==> src/tucs_defines.vh <==
// Register map, field positions and reset values of the timer clock front end
`ifndef TUCS_DEFINES_VH
`define TUCS_DEFINES_VH

// ----------------------------------------------------------------
// Register addresses
// ----------------------------------------------------------------
`define TUCS_ADDR_W        2
`define TUCS_ADDR_GATE     2'h0
`define TUCS_ADDR_PRESCALE 2'h1
`define TUCS_ADDR_MODE     2'h2

// ----------------------------------------------------------------
// Fields
// ----------------------------------------------------------------
`define TUCS_GATE_EN       0
`define TUCS_GATE_W        8
`define TUCS_PS0_HI        3
`define TUCS_PS0_LO        0
`define TUCS_PS1_HI        7
`define TUCS_PS1_LO        4
`define TUCS_PS2_HI        9
`define TUCS_PS2_LO        8
`define TUCS_PS3_HI        13
`define TUCS_PS3_LO        12
`define TUCS_PS_MASK       16'h33ff
`define TUCS_MODE_MASK     16'hd7cf
`define TUCS_OPSEL_HI      15
`define TUCS_OPSEL_LO      14
`define TUCS_CCS           12
`define TUCS_TRIG_HI       10
`define TUCS_TRIG_LO       8
`define TUCS_EDGE_HI       7
`define TUCS_EDGE_LO       6
`define TUCS_MD_HI         3
`define TUCS_MD_LO         0

// ----------------------------------------------------------------
// Encodings and reset values
// ----------------------------------------------------------------
`define TUCS_OPSEL_CK0     2'h0
`define TUCS_OPSEL_CK2     2'h1
`define TUCS_OPSEL_CK1     2'h2
`define TUCS_OPSEL_CK3     2'h3
`define TUCS_TRIG_SW       3'h0
`define TUCS_TRIG_EDGE     3'h1
`define TUCS_TRIG_BOTH     3'h2
`define TUCS_TRIG_MASTER   3'h4
`define TUCS_EDGE_FALL     2'h0
`define TUCS_EDGE_RISE     2'h1
`define TUCS_MODE_ONECNT   3'h4
`define TUCS_GATE_RST      8'h00
`define TUCS_PS_RST        16'h0000
`define TUCS_MODE_RST      16'h0008
`define TUCS_DIV_W         15
`define TUCS_DIV_ZERO      15'h0000
`define TUCS_DIV_ONE       15'h0001

`endif

==> src/tucs_prescaler.v <==
// Shared free-running divider producing one-cycle enables for 2^n rates
`timescale 1ns/1ps
`include "tucs_defines.vh"

module tucs_prescaler (
  input  wire        mclk,
  input  wire        rst,
  input  wire        run,
  input  wire [15:0] prescale,
  output reg  [3:0]  tick
);

  reg  [`TUCS_DIV_W-1:0] divCount;
  wire [3:0]             hit;
  wire [3:0]             expo [0:3];

  assign expo[0] = prescale[`TUCS_PS0_HI:`TUCS_PS0_LO];
  assign expo[1] = prescale[`TUCS_PS1_HI:`TUCS_PS1_LO];
  assign expo[2] = {2'h0, prescale[`TUCS_PS2_HI:`TUCS_PS2_LO]};
  assign expo[3] = {2'h0, prescale[`TUCS_PS3_HI:`TUCS_PS3_LO]};

  // One counter serves all four rates so every channel stays aligned
  always @(posedge mclk) begin
    if (rst || !run) begin
      divCount <= `TUCS_DIV_ZERO;
    end else begin
      divCount <= divCount + `TUCS_DIV_ONE; // [RULE9]
    end
  end

  // Tick when the low n bits of the count are all ones; n = 0 every cycle
  genvar k;
  generate
    for (k = 0; k < 4; k = k + 1) begin : gTick
      wire [`TUCS_DIV_W-1:0] lowMask;
      assign lowMask = ~({`TUCS_DIV_W{1'b1}} << expo[k]);
      assign hit[k]  = ((divCount & lowMask) == lowMask); // [RULE2] [RULE9]
    end
  endgenerate

  always @(posedge mclk) begin
    if (rst || !run) begin
      tick <= 4'h0;
    end else begin
      tick <= hit;
    end
  end

endmodule

==> src/tucs_timer_clock.v <==
// Timer clock front end: gate, prescaler select, channel 0 count clock
//
// Functional notes
// RULE1: Unit clock runs only while enable bit set
// RULE2: Clock zero is system clock over 2^n
// RULE3: Prescaler fields at fixed bits, gaps zero
// RULE4: Mode bits 15-14 pick operation clock
// RULE5: Bit 12 picks operation clock or pin edge
// RULE6: Software writes zero to reserved mode bits
// RULE7: Only four trigger select codes are valid
// RULE8: One-count retrigger obeys mode low bit
// RULE9: Prescaled clocks are enables from one counter
`timescale 1ns/1ps
`include "tucs_defines.vh"

module tucs_timer_clock (
  input  wire                    mclk,
  input  wire                    rst,
  input  wire [`TUCS_ADDR_W-1:0] regAddr,
  input  wire [15:0]             regWrData,
  input  wire                    regWr,
  input  wire                    regRd,
  output reg  [15:0]             regRdData,
  input  wire                    channelZeroTimerInput,
  input  wire                    softwareStart,
  input  wire                    masterInterrupt,
  input  wire                    channelBusy,
  output reg                     unitClockEnable,
  output reg  [3:0]              prescaledClock,
  output reg                     channelCountTick,
  output reg                     channelStart,
  output reg                     channelStartInterrupt,
  output reg                     triggerSelectError
);

  // ----------------------------------------------------------------
  // Registers
  // ----------------------------------------------------------------
  reg  [`TUCS_GATE_W-1:0] peripheralClockGate;
  reg  [15:0]             timerPrescalerSelect;
  reg  [15:0]             channel0ModeConfig;
  wire [3:0]              tick;
  wire                    timerUnitClockEnable;

  assign timerUnitClockEnable = peripheralClockGate[`TUCS_GATE_EN];

  always @(posedge mclk) begin
    if (rst) begin
      peripheralClockGate  <= `TUCS_GATE_RST;
      timerPrescalerSelect <= `TUCS_PS_RST;
      channel0ModeConfig   <= `TUCS_MODE_RST;
    end else if (regWr) begin
      case (regAddr)
        `TUCS_ADDR_GATE: begin
          peripheralClockGate <= regWrData[`TUCS_GATE_W-1:0];
        end
        `TUCS_ADDR_PRESCALE: begin
          timerPrescalerSelect <= regWrData & `TUCS_PS_MASK; // [RULE3]
        end
        `TUCS_ADDR_MODE: begin
          // Reserved bits are forced low in case software breaks the rule
          channel0ModeConfig <= regWrData & `TUCS_MODE_MASK; // [RULE6]
        end
        default: begin
        end
      endcase
    end
  end

  // Read data stands only in the cycle after the strobe
  always @(posedge mclk) begin
    if (rst || !regRd) begin
      regRdData <= 16'h0000;
    end else begin
      case (regAddr)
        `TUCS_ADDR_GATE: begin
          regRdData <= {8'h00, peripheralClockGate};
        end
        `TUCS_ADDR_PRESCALE: begin
          regRdData <= timerPrescalerSelect;
        end
        `TUCS_ADDR_MODE: begin
          regRdData <= channel0ModeConfig;
        end
        // Unmapped index reads as zero
        default: begin
          regRdData <= 16'h0000;
        end
      endcase
    end
  end

  // ----------------------------------------------------------------
  // Prescaler, cleared and held at zero while the unit clock is gated off
  // ----------------------------------------------------------------
  tucs_prescaler uPrescaler (
    .mclk     (mclk),
    .rst      (rst),
    .run      (timerUnitClockEnable), // [RULE1]
    .prescale (timerPrescalerSelect),
    .tick     (tick)
  );

  always @(posedge mclk) begin
    if (rst) begin
      unitClockEnable <= 1'b0;
      prescaledClock  <= 4'h0;
    end else begin
      unitClockEnable <= timerUnitClockEnable; // [RULE1]
      prescaledClock  <= tick;
    end
  end

  // ----------------------------------------------------------------
  // Timer input pin: sync and edge detect
  // ----------------------------------------------------------------
  reg  [1:0] pinSync;
  reg        pinLast;
  wire       pinRise;
  wire       pinFall;
  reg        validEdge;
  wire [1:0] edgeSel;

  // Two flops settle the pin before any edge logic reads it
  assign edgeSel = channel0ModeConfig[`TUCS_EDGE_HI:`TUCS_EDGE_LO];
  assign pinRise = pinSync[1] & ~pinLast;
  assign pinFall = ~pinSync[1] & pinLast;

  always @(posedge mclk) begin
    if (rst) begin
      pinSync <= 2'h0;
      pinLast <= 1'b0;
    end else begin
      pinSync <= {pinSync[0], channelZeroTimerInput};
      pinLast <= pinSync[1];
    end
  end

  always @* begin
    case (edgeSel)
      `TUCS_EDGE_FALL: validEdge = pinFall;
      `TUCS_EDGE_RISE: validEdge = pinRise;
      default:         validEdge = pinRise | pinFall;
    endcase
  end

  // ----------------------------------------------------------------
  // Count clock selection
  // ----------------------------------------------------------------
  reg opTick;

  // Same two-cycle latency as prescaledClock, so both stay lined up
  always @* begin
    case (channel0ModeConfig[`TUCS_OPSEL_HI:`TUCS_OPSEL_LO]) // [RULE4]
      `TUCS_OPSEL_CK0: opTick = tick[0];
      `TUCS_OPSEL_CK2: opTick = tick[2];
      `TUCS_OPSEL_CK1: opTick = tick[1];
      default:         opTick = tick[3];
    endcase
  end

  always @(posedge mclk) begin
    if (rst) begin
      channelCountTick <= 1'b0;
    end else if (channel0ModeConfig[`TUCS_CCS]) begin
      // Pin edges also stop counting while the unit clock is off
      channelCountTick <= validEdge & timerUnitClockEnable; // [RULE5]
    end else begin
      channelCountTick <= opTick; // [RULE5]
    end
  end

  // ----------------------------------------------------------------
  // Start trigger qualification
  // ----------------------------------------------------------------
  wire [2:0] trigSel;
  wire [2:0] modeSel;
  wire       modeLowBit;
  reg        trigRaw;
  reg        trigBad;
  wire       oneCount;
  wire       trigTake;

  assign trigSel    = channel0ModeConfig[`TUCS_TRIG_HI:`TUCS_TRIG_LO];
  assign modeSel    = channel0ModeConfig[`TUCS_MD_HI:`TUCS_MD_LO+1];
  assign modeLowBit = channel0ModeConfig[`TUCS_MD_LO];
  assign oneCount   = (modeSel == `TUCS_MODE_ONECNT);

  always @* begin
    trigBad = 1'b0;
    // Software start stays valid under every legal code
    case (trigSel) // [RULE7]
      `TUCS_TRIG_SW: begin
        trigRaw = softwareStart;
      end
      `TUCS_TRIG_EDGE: begin
        trigRaw = softwareStart | validEdge;
      end
      `TUCS_TRIG_BOTH: begin
        trigRaw = softwareStart | pinRise | pinFall;
      end
      `TUCS_TRIG_MASTER: begin
        trigRaw = softwareStart | masterInterrupt;
      end
      default: begin
        trigRaw = 1'b0;
        trigBad = 1'b1;
      end
    endcase
  end

  // Retriggers during a one-count run are dropped when the low bit is 0
  assign trigTake = trigRaw & timerUnitClockEnable &
                    ~(oneCount & channelBusy & ~modeLowBit); // [RULE8]

  always @(posedge mclk) begin
    if (rst) begin
      channelStart          <= 1'b0;
      channelStartInterrupt <= 1'b0;
      triggerSelectError    <= 1'b0;
    end else begin
      channelStart          <= trigTake;
      channelStartInterrupt <= trigTake & oneCount & channelBusy; // [RULE8]
      triggerSelectError    <= trigBad; // [RULE7]
    end
  end

endmodule

==> config.mk <==
export PLATFORM = sky130hd
export DESIGN_NAME = tucs_timer_clock
export DESIGN_NICKNAME = d
export VERILOG_FILES = /design/src/tucs_prescaler.v /design/src/tucs_timer_clock.v
export VERILOG_INCLUDE_DIRS = /design/src
export SDC_FILE = /design/constraint.sdc
export NUM_CORES = 1
export LEC_CHECK = 0
export ABC_AREA = 1
export BUFFER_PORTS_ARGS = -buffer_cell sky130_fd_sc_hd__buf_2
export CORE_ASPECT_RATIO = 1.1
export CORE_MARGIN = 2
export CORE_UTILIZATION = 61
export DETAILED_ROUTE_END_ITERATION = 12
export GPL_ROUTABILITY_DRIVEN = 0
export HOLD_SLACK_MARGIN = 0.02
export PLACE_DENSITY = 0.93
export RECOVER_POWER = 25
export SKIP_CTS_REPAIR_TIMING = 1
export SYNTH_ARGS = -nofsm -noshare
export SYNTH_HDL_FRONTEND = slang
export SYNTH_SLANG_ARGS = --single-unit
==> constraint.sdc <==
create_clock -name mclk -period 2.77 [get_ports mclk]
set_input_delay 0.277 -clock mclk [delete_from_list [all_inputs] [get_ports mclk]]
set_output_delay 0.277 -clock mclk [all_outputs]
set_load 0.02 [all_outputs]
== Word level (Yosys, flattened, before mapping) ==
Cells that the tools add are included.

* Logic and storage cells: 76
* Output and inout port bits: 25
* Register bits after elaboration: 79

* Reduce and logical (&&, ||, !) cells: 12
* Bitwise gates (word level): 26
* Mux-type cells: 6
* Equal/unequal tests: 13
* Add/sub/neg operators: 1
* Shift-type cells: 4

{| class="wikitable"
|+ Operators with widths
! kind !! number
|-
| bitwise AND 15 bit || 4
|-
| equality test 15 bit || 4
|-
| inverter 15 bit || 4
|-
| one-hot mux 16 bit (3 select lines) || 1
|-
| left shift 15 x 2 -> 15 bit (first input constant) || 2
|-
| left shift 15 x 4 -> 15 bit (first input constant) || 2
|-
| adder 15 x 1 -> 15 bit (second input constant) || 1
|-
| bitwise AND 1 bit || 9
|-
| equality test 2 x 1 -> 1 bit (second input constant) || 3
|-
| equality test 3 bit (second input constant) || 2
|-
| zero test 2 bit || 3
|-
| AND reduction 2 bit || 3
|-
| OR 1 bit || 5
|-
| equality test 2 bit (second input constant) || 2
|-
| inverter 1 bit || 4
|-
| one-hot mux 1 bit (4 select lines) || 1
|-
| OR reduction 4 bit || 1
|-
| equality test 3 x 1 -> 1 bit (second input constant) || 1
|-
| equality test 3 x 2 -> 1 bit (second input constant) || 1
|-
| zero test 3 bit || 1
|-
| one-hot mux 1 bit (3 select lines) || 1
|-
| zero test 1 bit || 2
|-
| logical OR 1 bit || 2
|-
| 2-to-1 mux 1 bit || 2
|-
| one-hot mux 1 bit (2 select lines) || 1
|}

== Longest topological paths before layout ==
Gate-level depths: netlist of the first run.

* Depth in word-level cells: 10
* Mapped depth: 10

== Modules after synthesis ==
Synthesis of the first run repeated with hierarchy kept, for this count alone.

* Cell total of the unflattened synthesis: 490
* Area total of the unflattened synthesis: 3509.6 um2

{| class="wikitable"
|+ By module, submodules not included
! module !! area an instance (um2) !! sequential area each (um2) !! cells an instance !! times used
|-
| tucs_timer_clock || 2269.7 || 1181.1 || 280 || 1
|-
| tucs_prescaler || 1239.9 || 380.4 || 210 || 1
|}

== Worst setup path before layout of the first run ==
Ideal clock, no wire load.

* Kind: register -> register
* From: reg uPrescaler.divCount[0]
* To: reg uPrescaler.divCount[10]
* Path buffers: 0
* Required time: 2.657 ns
* Setup time: 0.113 ns
* Arrival time: 1.148 ns
* Stages on the path, launching flop included: 9
* Slack: 1.509 ns
* Cell sequence: dfxtp_1 > ha_1 > nand2_1 > nor2_2 > inv_2 > nor2_4 > nand3_1 > o21ai_1 > nor2_1

* Word-level cells in the longest chain between the ends: 1

{| class="wikitable"
|+ Ends and longest elaborated chain
! element !! RTL line !! text
|-
| start: declaration || tucs_prescaler.v:13 || <nowiki>reg [`TUCS_DIV_W-1:0] divCount;</nowiki>
|-
| start signal: assignment || tucs_prescaler.v:25 || <nowiki>divCount <= `TUCS_DIV_ZERO;</nowiki>
|-
| start signal: assignment || tucs_prescaler.v:27 || <nowiki>divCount <= divCount + `TUCS_DIV_ONE;</nowiki>
|-
| adder 15 x 1 -> 15 bit (no line) || -- ||
|}

No other way between the ends.
A chain may end at the register's enable or synchronous reset.

== Worst setup path after layout of the first run ==
* From: in regAddr[1]
* To: reg peripheralClockGate[1]

* Word-level cells in the longest chain between the ends: 2

{| class="wikitable"
|+ Ends and longest elaborated chain
! element !! RTL line !! text
|-
| start: declaration || tucs_timer_clock.v:19 || <nowiki>input wire [`TUCS_ADDR_W-1:0] regAddr,</nowiki>
|-
| zero test 2 bit || tucs_timer_clock.v:53 || <nowiki>case (regAddr)</nowiki>
|-
| AND reduction 2 bit (no line) || -- ||
|-
| end signal: assignment || tucs_timer_clock.v:49 || <nowiki>peripheralClockGate <= `TUCS_GATE_RST;</nowiki>
|-
| end signal: assignment || tucs_timer_clock.v:55 || <nowiki>peripheralClockGate <= regWrData[`TUCS_GATE_W-1:0];</nowiki>
|-
| end: declaration || tucs_timer_clock.v:39 || <nowiki>reg [`TUCS_GATE_W-1:0] peripheralClockGate;</nowiki>
|}

No other way between the ends.

==> impl_results.md, run 1 <==
* Static leakage at 0.00167 µW
* Minimum setup slack in the final design at 1050 ps
* Die footprint at 6200 µm²
* Row Count at 28
* Global-route wire length before repair at 12.9 mm
* Synthesized area per cell at ~7.5 µm²
* Reg clk slew, reported paths at 80 ps
* Clock network latency to the later pin of the worst-skew pair at between 300 and 400 ps
* Number of sinks handled by clock tree synthesis at 78
* CTS Buf Count at 9
* Cell repeated most along the worst path: nor2_1
* Top library cells by usage in the layout, fill and taps aside: 78 x dfxtp_1, 71 x nand2_1, 65 x inv_1, 61 x nor2_1, 46 x buf_2
* Area growth, synth to finish at 13.4%
* Count of nets after finishing at 534
* Final WL at roughly 8.0 mm
* Hold violation total from the final report at 0
* Number of inserted diodes at 0
* Routed wire per std cell at 13.7 µm
* Endpoint kind of the worst setup timing path: register
* Global router's overall resource usage at 27.5%
* Final number of max-transition violations at 0
* Min-Delay Path Class: input port to register
* Fraction of layout cells with a size suffix above 1 at between 10% and 20%
* Placeable core region at between 5000 and 6000 µm²
* Ports placed on the boundary at 51
* Total number of vias at ~3300
* Antenna violations before repair at 0
* Vias per cell at 5.58
* CP arrival at 1970 ps
* Time the worst path needs with I/O delays and setup at 1720 ps
* Proportion of synthesized chip area in sequential cells at 45.8%
* Maximum fanout encountered on the critical timing path at 9
* Unique cell type count in the Yosys netlist at 36
* Yosys warns at 0
* Worst Setup Start Kind: input port
* Max Cap Violations at 0
* Port Buffers at 48
* Initial core utilization at around 63%
* Violation count after the first detailed-routing iteration at 272
* Cell area after synthesis at 3410 µm²
* Maximum count of clock buffers along a single path at 2
* Worst-case clock skew at 10.8 ps
* PD cells at 596 nW/µm²
* Final global-route overflow total at 0
* Design Area, Final at about 3900 µm²
* Post-DRT Antenna Nets at 0
* Unrepaired setup endpoints after global routing: false
* Outcome: completed
* Worst ir drop on vdd at 0.407 mV
* Fillcell total at 455
* Remaining max-slew budget at the tightest pin at 44.4%
* Total number of H-tree levels at 3
* Number of global-route vias before repair at between 2000 and 3000
* Delay of the slowest cell on the worst path at ~420 ps
* Vertical die dimension at 82.4 µm
* Synthesized instance count at 456
* Standard cell area after detailed placement at around 3700 µm²
* CTS tree: done
* DRC violation count after routing at 0
* HPWL reported at the end of detailed placement at 5.75 mm
* Synthesized flop and latch total at 78
* Synth area leader: dfxtp_1
* Summed negative setup slack over all endpoints at 0 ps
* Cells traversed along the worst timing path: clkbuf_1, nor2_1, clkinv_1, nor2_1, inv_1, nor2_1, nor2_1
* Final number of setup-violating endpoints at 0
* Kind of critical path: input port to register
* Data required time of the critical path at ~3000 ps
* Ranking of synthesized cells by area: dfxtp_1 46%, nand2_1 7.6%, inv_1 6.9%, nor2_1 6.5%, o21ai_0 6.0%
* Horizontal die dimension at 75.2 µm
* Post-route clock period utilization at 62.2%
* Max Fclk at 0.581 GHz
* Transition at the pin with the smallest max-transition slack at 833 ps
* Net count after synthesis at 485
* Total power draw at 2300 µW
* Master cell of the clock root buffer: clkbuf_8
* Worst-path cell with the longest stage delay: nor2_1
* Proportion of netlist area held by the largest area contributor at 45.8%
* Pin count of the biggest net entering global routing at 35
* Leading cell type in the layout, fill and taps excluded: dfxtp_1
* Pre-CTS worst setup slack at 1130 ps
* Drt first pass iters at 5
[critical path: cells and delay by family]
family                 cells  cell delay [ps]
AND/OR/NAND/NOR            4             1050
buffers and inverters      3              640
[cells by family after synthesis]
kind of cell    synth area share [%]
compound gates                  18.0
simple gates                    24.1
buf+inv                         10.3
flops                           45.8
other cells                    0.110
xor+xnor                       0.514
fa+ha+maj                       1.10
[worst paths after layout]
check | startpoint | to | slack [ps] | cells past startpoint
max | regAddr[1] | peripheralClockGate[1] | 1050 | 7
min | channelZeroTimerInput | pinSync[0] | 140 | 3
max reg2reg | uPrescaler.divCount[0] | uPrescaler.divCount[8] | 1250 | 8
min reg2reg | pinSync[0] | pinSync[1] | 420 | 2
[through the flow]
stage / hold WS (ps) / std cells / utilization [%]
2_1_floorplan: 384 / 456 / -
3_3_place_gp: 401 / 569 / 68.1
3_5_place_dp: 407 / 569 / 68.1
4_1_cts: 139 / 585 / 72.2
5_1_grt: 150 / 585 / 71.6
6_report: 138 / 585 / 71.6
[state kept, by name, summed over array words and instances (netlist names)]
name	count
regRdData	15
uPrescaler.divCount	15
channel0ModeConfig	12
timerPrescalerSelect	12
peripheralClockGate	8
prescaledClock	4
uPrescaler.tick	4
pinSync	2
channelCountTick	1
channelStart	1
channelStartInterrupt	1
pinLast	1
triggerSelectError	1
unitClockEnable	1
[Yosys cell counts (all sizes together)]
master	number
dfxtp	78
inv	74
nand2	74
nor2	67
o21ai	56
a21oi	41
nand3	21
nor3	12
buf	7
clkbuf	3
ha	3
nand4	3
o221ai	3
o31ai	3
a31oi	2
o211ai	2
xor2	2
a211oi	1
clkinv	1
conb	1
nor3b	1
o22ai	1
[power breakdown]
part	leakage [µW]	switching, µW	internal [µW]
clock network	0.000102	409	532
registers	0.000634	24.2	1150
logic	0.000930	124	58.4
[final cells by class]
| type | count | area [µm²] | area share, % |
|---|---|---|---|
| clock buffer | 11 | 141 | 3.66 |
| timing repair buffer | 48 | 238 | 6.16 |
| clock inverter | 5 | 82.6 | 2.14 |
| multi-input combinational | 293 | 1460 | 37.8 |
| sequential | 78 | 1560 | 40.4 |
| inverter | 75 | 284 | 7.36 |
| tap | 75 | 93.8 | 2.43 |
[layer usage]
metal	vias up	global-route usage (%)	share of wire, %
li1	1563	-	-
met1	1507	32.6	41
met2	172	47.5	49
met3	23	5.10	7.2
met4	0	13.2	2.4
met5	-	0	0
(Power assumes the default switching activity.)
==> inputs of run 2 (changes only) <==
--- a/config.mk
+++ b/config.mk
@@ -10,11 +10,11 @@
 export BUFFER_PORTS_ARGS = -buffer_cell sky130_fd_sc_hd__buf_2
 export CORE_ASPECT_RATIO = 1.1
 export CORE_MARGIN = 2
-export CORE_UTILIZATION = 61
+export CORE_UTILIZATION = 56
 export DETAILED_ROUTE_END_ITERATION = 12
 export GPL_ROUTABILITY_DRIVEN = 0
 export HOLD_SLACK_MARGIN = 0.02
-export PLACE_DENSITY = 0.93
+export PLACE_DENSITY = 0.87
 export RECOVER_POWER = 25
 export SKIP_CTS_REPAIR_TIMING = 1
 export SYNTH_ARGS = -nofsm -noshare
==> constraint.sdc (replaced) <==
create_clock -name mclk -period 1.8 [get_ports mclk]
set_input_delay 0.18 -clock mclk [delete_from_list [all_inputs] [get_ports mclk]]
set_output_delay 0.18 -clock mclk [all_outputs]
set_load 0.02 [all_outputs]
==> run 2 against run 1 <==
  * Global-route usage decreased by 1.5 points
  * Sequential cell count unchanged
  * First-iteration DRC count decreased by 11%
  * Clock skew increased by 1.1 ps
  * Clock power up 55%
  * Combinational power rose by 58%
  * Register-to-register slack got worse by 900 ps
  * Non-clock buffer count grew 2
  * Sequential power is 53% higher
  * Setup slack got worse by 690 ps
  * Via count down 2.0%
==> impl_results.md, run 2 (same netlist as run 1, synthesis figures left out) <==
* Vertical die dimension at 85.8 µm
* Pin count of the biggest net entering global routing at 31
* Worst Setup Start Kind: register
* Internal power at 2690 µW
* Worst-case clock skew at 12.0 ps
* CTS Buf Count at 9
* Initial core utilization at slightly below 60%
* Endpoint kind of the worst setup timing path: register
* Part of the total power dissipated in the clock network at 41.1%
* Remaining max-slew budget at the tightest pin at roughly 65%
* Worst ir drop on vdd at 0.495 mV
* Worst hold path endpoint: pinSync[0]
* Area growth, synth to finish at 14.5%
* CTS tree: done
* Final-layout worst hold slack at 54.4 ps
* Area used by multi-input combinational logic at 1490 µm²
* Post-route non-filler standard cell count at 589
* Switching share of power at 24.5%
* Data required time of the critical path at about 2000 ps
* DRC violation count after routing at 0
* Hold path startpoint: channelZeroTimerInput
* Sequential share of power at between 50% and 60%
* Time the worst path needs with I/O delays and setup at 1450 ps
* Sw power at 871 µW
* Die footprint at 6720 µm²
* Number of sinks handled by clock tree synthesis at slightly below 80
* PD cells at 913 nW/µm²
* Clock network latency to the later pin of the worst-skew pair at 350 ps
* Routed wire per std cell at 13.7 µm
* Maximum fanout encountered on the critical timing path at 7
* Static leakage at 0.00169 µW
* Row Count at 29
* Reg clk slew, reported paths at 80 ps
* Drt first pass iters at 5
* Count of nets after finishing at 536
* Violation count after the first detailed-routing iteration at approximately 240
* Post-DRT Antenna Nets at 0
* Maximum count of clock buffers along a single path at 2
* Worst reg2reg startpoint: uPrescaler.divCount[0]
* Largest registers: regRdData: 15 flops, uPrescaler.divCount: 15 flops
* Port Buffers at 48
* Combinational fraction of design power at 8.1%
* Vias per cell at 5.43
* Summed negative setup slack over all endpoints at 0 ps
* Min-Delay Path Class: input port to register
* Delay of the slowest cell on the worst path at 460 ps
* Unrepaired setup endpoints after global routing: false
* Fillcell total at 475
* Number of inserted diodes at 0
* Transition at the pin with the smallest max-transition slack at 520 ps
* Register-to-register path setup slack at 350 ps
* CP arrival at 1680 ps
* Total number of vias at 3200
* Outcome: completed
* Total number of H-tree levels at 3
* Number of global-route vias before repair at 3032
* Horizontal die dimension at 78.4 µm
* Final global-route overflow total at 0
* Final WL at 8.04 mm
* Antenna violations before repair at 0
* Hold Path Depth at 3
* Placeable core region at between 5000 and 6000 µm²
* Fraction of layout cells with a size suffix above 1 at 19.3%
* Kind of critical path: register to register
* Global-route wire length before repair at between 10 and 15 mm
* HPWL reported at the end of detailed placement at 5.76 mm
* Worst R2R Path Depth at 8
* Top library cells by usage in the layout, fill and taps aside: 78 x dfxtp_1, 69 x nand2_1, 63 x inv_1, 59 x nor2_1, 47 x buf_2
* Final number of max-transition violations at 0
* End of the worst register-to-register path: uPrescaler.divCount[10]
* Final number of setup-violating endpoints at 0
* Hold violation total from the final report at 0
* Max Cap Violations at 0
* Number of cells in the design after placement at 573
* Worst-path cell with the longest stage delay: dfxtp_1
* Ports placed on the boundary at 51
* Global router's overall resource usage at 26.0%
* Post-route clock period utilization at 80.3%
* Leading cell type in the layout, fill and taps excluded: dfxtp_1
* Pre-CTS worst setup slack at 397 ps
* Cells traversed along the worst timing path: ha_1, nand2_1, nor2_2, inv_2, nor2_4, nand3_1, o21ai_1, nor2_1
* Max Fclk at between 0.6 and 0.7 GHz
* Minimum setup slack in the final design at 355 ps
* Final Core Density at 67.2%
* Master cell of the clock root buffer: clkbuf_8
* Sequential Area at 1560 µm²
run 2: cell types whose count changed in the layout (fill, tap and decap cells not counted), sizes merged:
cell / change
inv: +1
clkbuf: +1
buf: +1
clkinvlp: -1
run 2: critical path, delay by kind of cell (launching register included):
kind                     cells  cell delay [ps]
AND/OR/NAND/NOR              5              440
AO/OA/AOI/OAI                1              150
flip-flops                   1              460
buffers and inverters        1               70
adder cells (fa/ha/maj)      1              210
run 2: worst max-delay path by stage:
stage / start / endpoint / slack [ps] / cells after the start
global placement: uPrescaler.divCount[0] / uPrescaler.divCount[10] / 440 / 8
global route: rst / timerPrescalerSelect[8] / 220 / 5
detailed placement: uPrescaler.divCount[0] / uPrescaler.divCount[10] / 400 / 8
floorplan: uPrescaler.divCount[0] / uPrescaler.divCount[10] / 540 / 8
CTS: uPrescaler.divCount[0] / uPrescaler.divCount[8] / 370 / 8
finish: uPrescaler.divCount[0] / uPrescaler.divCount[10] / 350 / 8
run 2: power groups by stage:
| stage | Clock, µW | Sequential [µW] | Combinational [µW] |
|---|---|---|---|
| 6_report | 1460 | 1810 | 287 |
| 5_1_grt | 1560 | 1820 | 322 |
| 4_1_cts | 1470 | 1810 | 286 |
| 3_5_place_dp | 0 | 1850 | 283 |
| 3_3_place_gp | 0 | 1850 | 275 |
| 2_1_floorplan | 0 | 1850 | 187 |
run 2: cell type report:
| type | instances | area share [%] |
|---|---|---|
| clock buffer | 11 | 3.62 |
| clock inverter | 5 | 2.08 |
| inverter | 75 | 7.25 |
| multi-input combinational | 293 | 38.2 |
| sequential | 78 | 40.0 |
| tap | 77 | 2.47 |
| timing repair buffer | 50 | 6.35 |
run 2: layer usage:
metal,share of wire [%],vias up,track usage [%]
met5,0,-,0
met4,1.6,0,12.9
met3,7.9,17,6.42
met2,49,135,42.9
met1,41,1480,31.7
li1,-,1568,-
run 2: through the flow:
step | power, µW | cell area [µm²]
final | 3560 | 3900
after global routing | 3700 | 3900
after CTS | 3560 | 3910
after detailed placement | 2130 | 3690
after global placement | 2120 | 3690
after floorplan | 2040 | 3410
==> inputs of run 3 (changes only) <==
--- a/config.mk
+++ b/config.mk
@@ -10,11 +10,11 @@
 export BUFFER_PORTS_ARGS = -buffer_cell sky130_fd_sc_hd__buf_2
 export CORE_ASPECT_RATIO = 1.1
 export CORE_MARGIN = 2
-export CORE_UTILIZATION = 56
+export CORE_UTILIZATION = 51
 export DETAILED_ROUTE_END_ITERATION = 12
 export GPL_ROUTABILITY_DRIVEN = 0
 export HOLD_SLACK_MARGIN = 0.02
-export PLACE_DENSITY = 0.87
+export PLACE_DENSITY = 0.83
 export RECOVER_POWER = 25
 export SKIP_CTS_REPAIR_TIMING = 1
 export SYNTH_ARGS = -nofsm -noshare
==> constraint.sdc (replaced) <==
create_clock -name mclk -period 1.21 [get_ports mclk]
set_input_delay 0.121 -clock mclk [delete_from_list [all_inputs] [get_ports mclk]]
set_output_delay 0.121 -clock mclk [all_outputs]
set_load 0.02 [all_outputs]
==> run 3 against run 2 <==
  * The flow now finishes with violations (negative setup slack)
  * Sequential cell count did not move
  * Maximum frequency rose by 18%
  * Count of clock-buffer cells in the layout fell by 1
  * Core utilization fell by 2.5 points
  * Die area rose by 9.3%
  * First-iteration DRC count fell by 6.2%
  * Worst hold slack got worse by 41 ps
  * Final cell count rose by 4.9%
  * Via count rose by 2.7%
  * Routed wire length rose by 2.4%
  * Register-to-register slack got worse by 370 ps
  * Critical path type unchanged
  * Largest cell class is now multi-input combinational cells
  * Largest power group unchanged
  * Highest routed layer unchanged
==> impl_results.md, run 3 (same netlist as run 1, synthesis figures left out) <==
* Worst ir drop on vdd at about 0.74 mV
* Pin count of the biggest net entering global routing at 31
* Outcome: finished with violations
* Min-Delay Path Class: input port to register
* Global-route wire length before repair at around 13 mm
* Fillcell total at around 530
* PD cells at 1210 nW/µm²
* Failing checks: negative setup slack
* Critical Path Source: uPrescaler.divCount[1]
* Worst path top cell family by delay: simple AND/OR/NAND/NOR gates
* Ports placed on the boundary at 51
* DRC violation count after routing at 0
* Sequential Area at 1590 µm²
* Row Count at 31
* Worst reg2reg startpoint: uPrescaler.divCount[1]
* Unrepaired setup endpoints after global routing: true
* Routed wire per std cell at roughly 13 µm
* Hold Path Depth at 3
* Minimum setup slack in the final design at -19.6 ps
* HPWL reported at the end of detailed placement at 5.83 mm
* Register-to-register path setup slack at -20 ps
* Kind of critical path: register to register
* Post-route clock period utilization at 102%
* Count of nets after finishing at 561
* Final number of setup-violating endpoints at 3
* Max Fclk at roughly 0.81 GHz
* Worst hold path endpoint: peripheralClockGate[4]
* Fraction of layout cells with a size suffix above 1 at 28.5%
* CTS tree: done
* Maximum count of clock buffers along a single path at 2
* Area growth, synth to finish at 23.8%
* Post-DRT Antenna Nets at 0
* Summed negative setup slack over all endpoints at -22.0 ps
* Number of inserted diodes at 0
* Maximum fanout encountered on the critical timing path at 3
* Static leakage at 0.00186 µW
* Port Buffers at 48
* Total number of H-tree levels at 3
* CTS Buf Count at 9
* Max Cap Violations at 0
* Initial core utilization at a little over half
* Worst-case clock skew at 6.61 ps
* Critical path buffer and inverter count at 1
* Final number of max-transition violations at 0
* Leading cell type in the layout, fill and taps excluded: dfxtp_1
* End of the worst register-to-register path: uPrescaler.divCount[10]
* Vertical die dimension at 89.7 µm
* Number of sinks handled by clock tree synthesis at ~80
* Hold path startpoint: regWrData[4]
* Area used by multi-input combinational logic at 1590 µm²
* Largest registers: regRdData: 15 flops, uPrescaler.divCount: 15 flops
* Global router's overall resource usage at a little under a quarter
* Cell repeated most along the worst path: nor2_4
* Reg clk slew, reported paths at 80 ps
* Clock network latency to the later pin of the worst-skew pair at 350 ps
* Delay of the slowest cell on the worst path at 370 ps
* Total number of vias at 3285
* Drt first pass iters at 5
* Worst-path cell with the longest stage delay: dfxtp_4
* Time the worst path needs with I/O delays and setup at 1230 ps
* Number of global-route vias before repair at 2921
* Final-layout worst hold slack at 13.1 ps
* Cells traversed along the worst timing path: ha_4, nand2_4, nor2_4, inv_2, nor2_4, nand3_2, o21ai_1, nor2_1
* Final WL at 8.24 mm
* Horizontal die dimension at 81.9 µm
* Data required time of the critical path at 1460 ps
* Top library cells by usage in the layout, fill and taps aside: 68 x dfxtp_1, 62 x inv_1, 62 x nand2_1, 57 x nor2_1, 48 x buf_2
* Vias per cell at 5.32
* Worst R2R Path Depth at 8
* Final global-route overflow total at 0
* Antenna violations before repair at 0
* Total stage count of the critical path at 8
* Violation count after the first detailed-routing iteration at 228
* Placeable core region at between 6000 and 7000 µm²
* Die footprint at 7350 µm²
* Worst Setup Start Kind: register
* CP arrival at 1480 ps
* Endpoint kind of the worst setup timing path: register
* Hold violation total from the final report at 0
* Master cell of the clock root buffer: clkbuf_8
## run 3: cell types whose count changed in the layout (fill, tap and decap cells not counted), moves of 7 or more
cell     change
o21ai_0     -10
buf_4       +23
o21ai_1      +7
dfxtp_1     -10
nand2_1      -7
## run 3: cell type report
| type | count | area share, % |
|---|---|---|
| tap | 82 | 2.43 |
| clock buffer | 10 | 3.26 |
| multi-input combinational | 293 | 37.7 |
| timing repair buffer | 75 | 10.6 |
| inverter | 75 | 6.91 |
| sequential | 78 | 37.6 |
| clock inverter | 5 | 1.39 |
## run 3: routing by layer
layer / GRT usage (%) / routed length [µm] / vias up
met5: 0 / 0 / -
met4: 9.17 / 167 / 0
met3: 5.32 / 589 / 17
met2: 36.9 / 4130 / 141
met1: 28.7 / 3350 / 1511
li1: - / - / 1616
## run 3: worst max path at each step
| stage | to |
|---|---|
| 3_5_place_dp | uPrescaler.divCount[10] |
| 5_1_grt | channelStart |
| 3_3_place_gp | uPrescaler.divCount[10] |
| 4_1_cts | uPrescaler.divCount[12] |
| 2_1_floorplan | uPrescaler.divCount[10] |
| 6_report | uPrescaler.divCount[10] |
## run 3: per-stage QoR
step	std cells	power (µW)	instance area, µm²	setup WS, ps	utilization [%]
detailed placement	595	3190	3830	-27.7	58.7
finish	618	5110	4220	-19.6	64.7
CTS	610	5120	4020	-53.1	61.7
global placement	595	3180	3830	-5.17	58.7
floorplan	456	3040	3410	10.8	-
global route	618	5330	4220	-112	64.7
## run 3: worst register-to-register path: stages, from the launching register on
cell,delay (ps)
dfxtp_4,370
ha_4,140
nand2_4,50
nor2_4,100
inv_2,60
nor2_4,120
nand3_2,90
o21ai_1,140
nor2_1,60
## run 3: power breakdown
group          total (µW)  switching, µW  internal, µW
logic                 474            300           174
clock network        1960            954          1000
registers            2690           53.4          2630
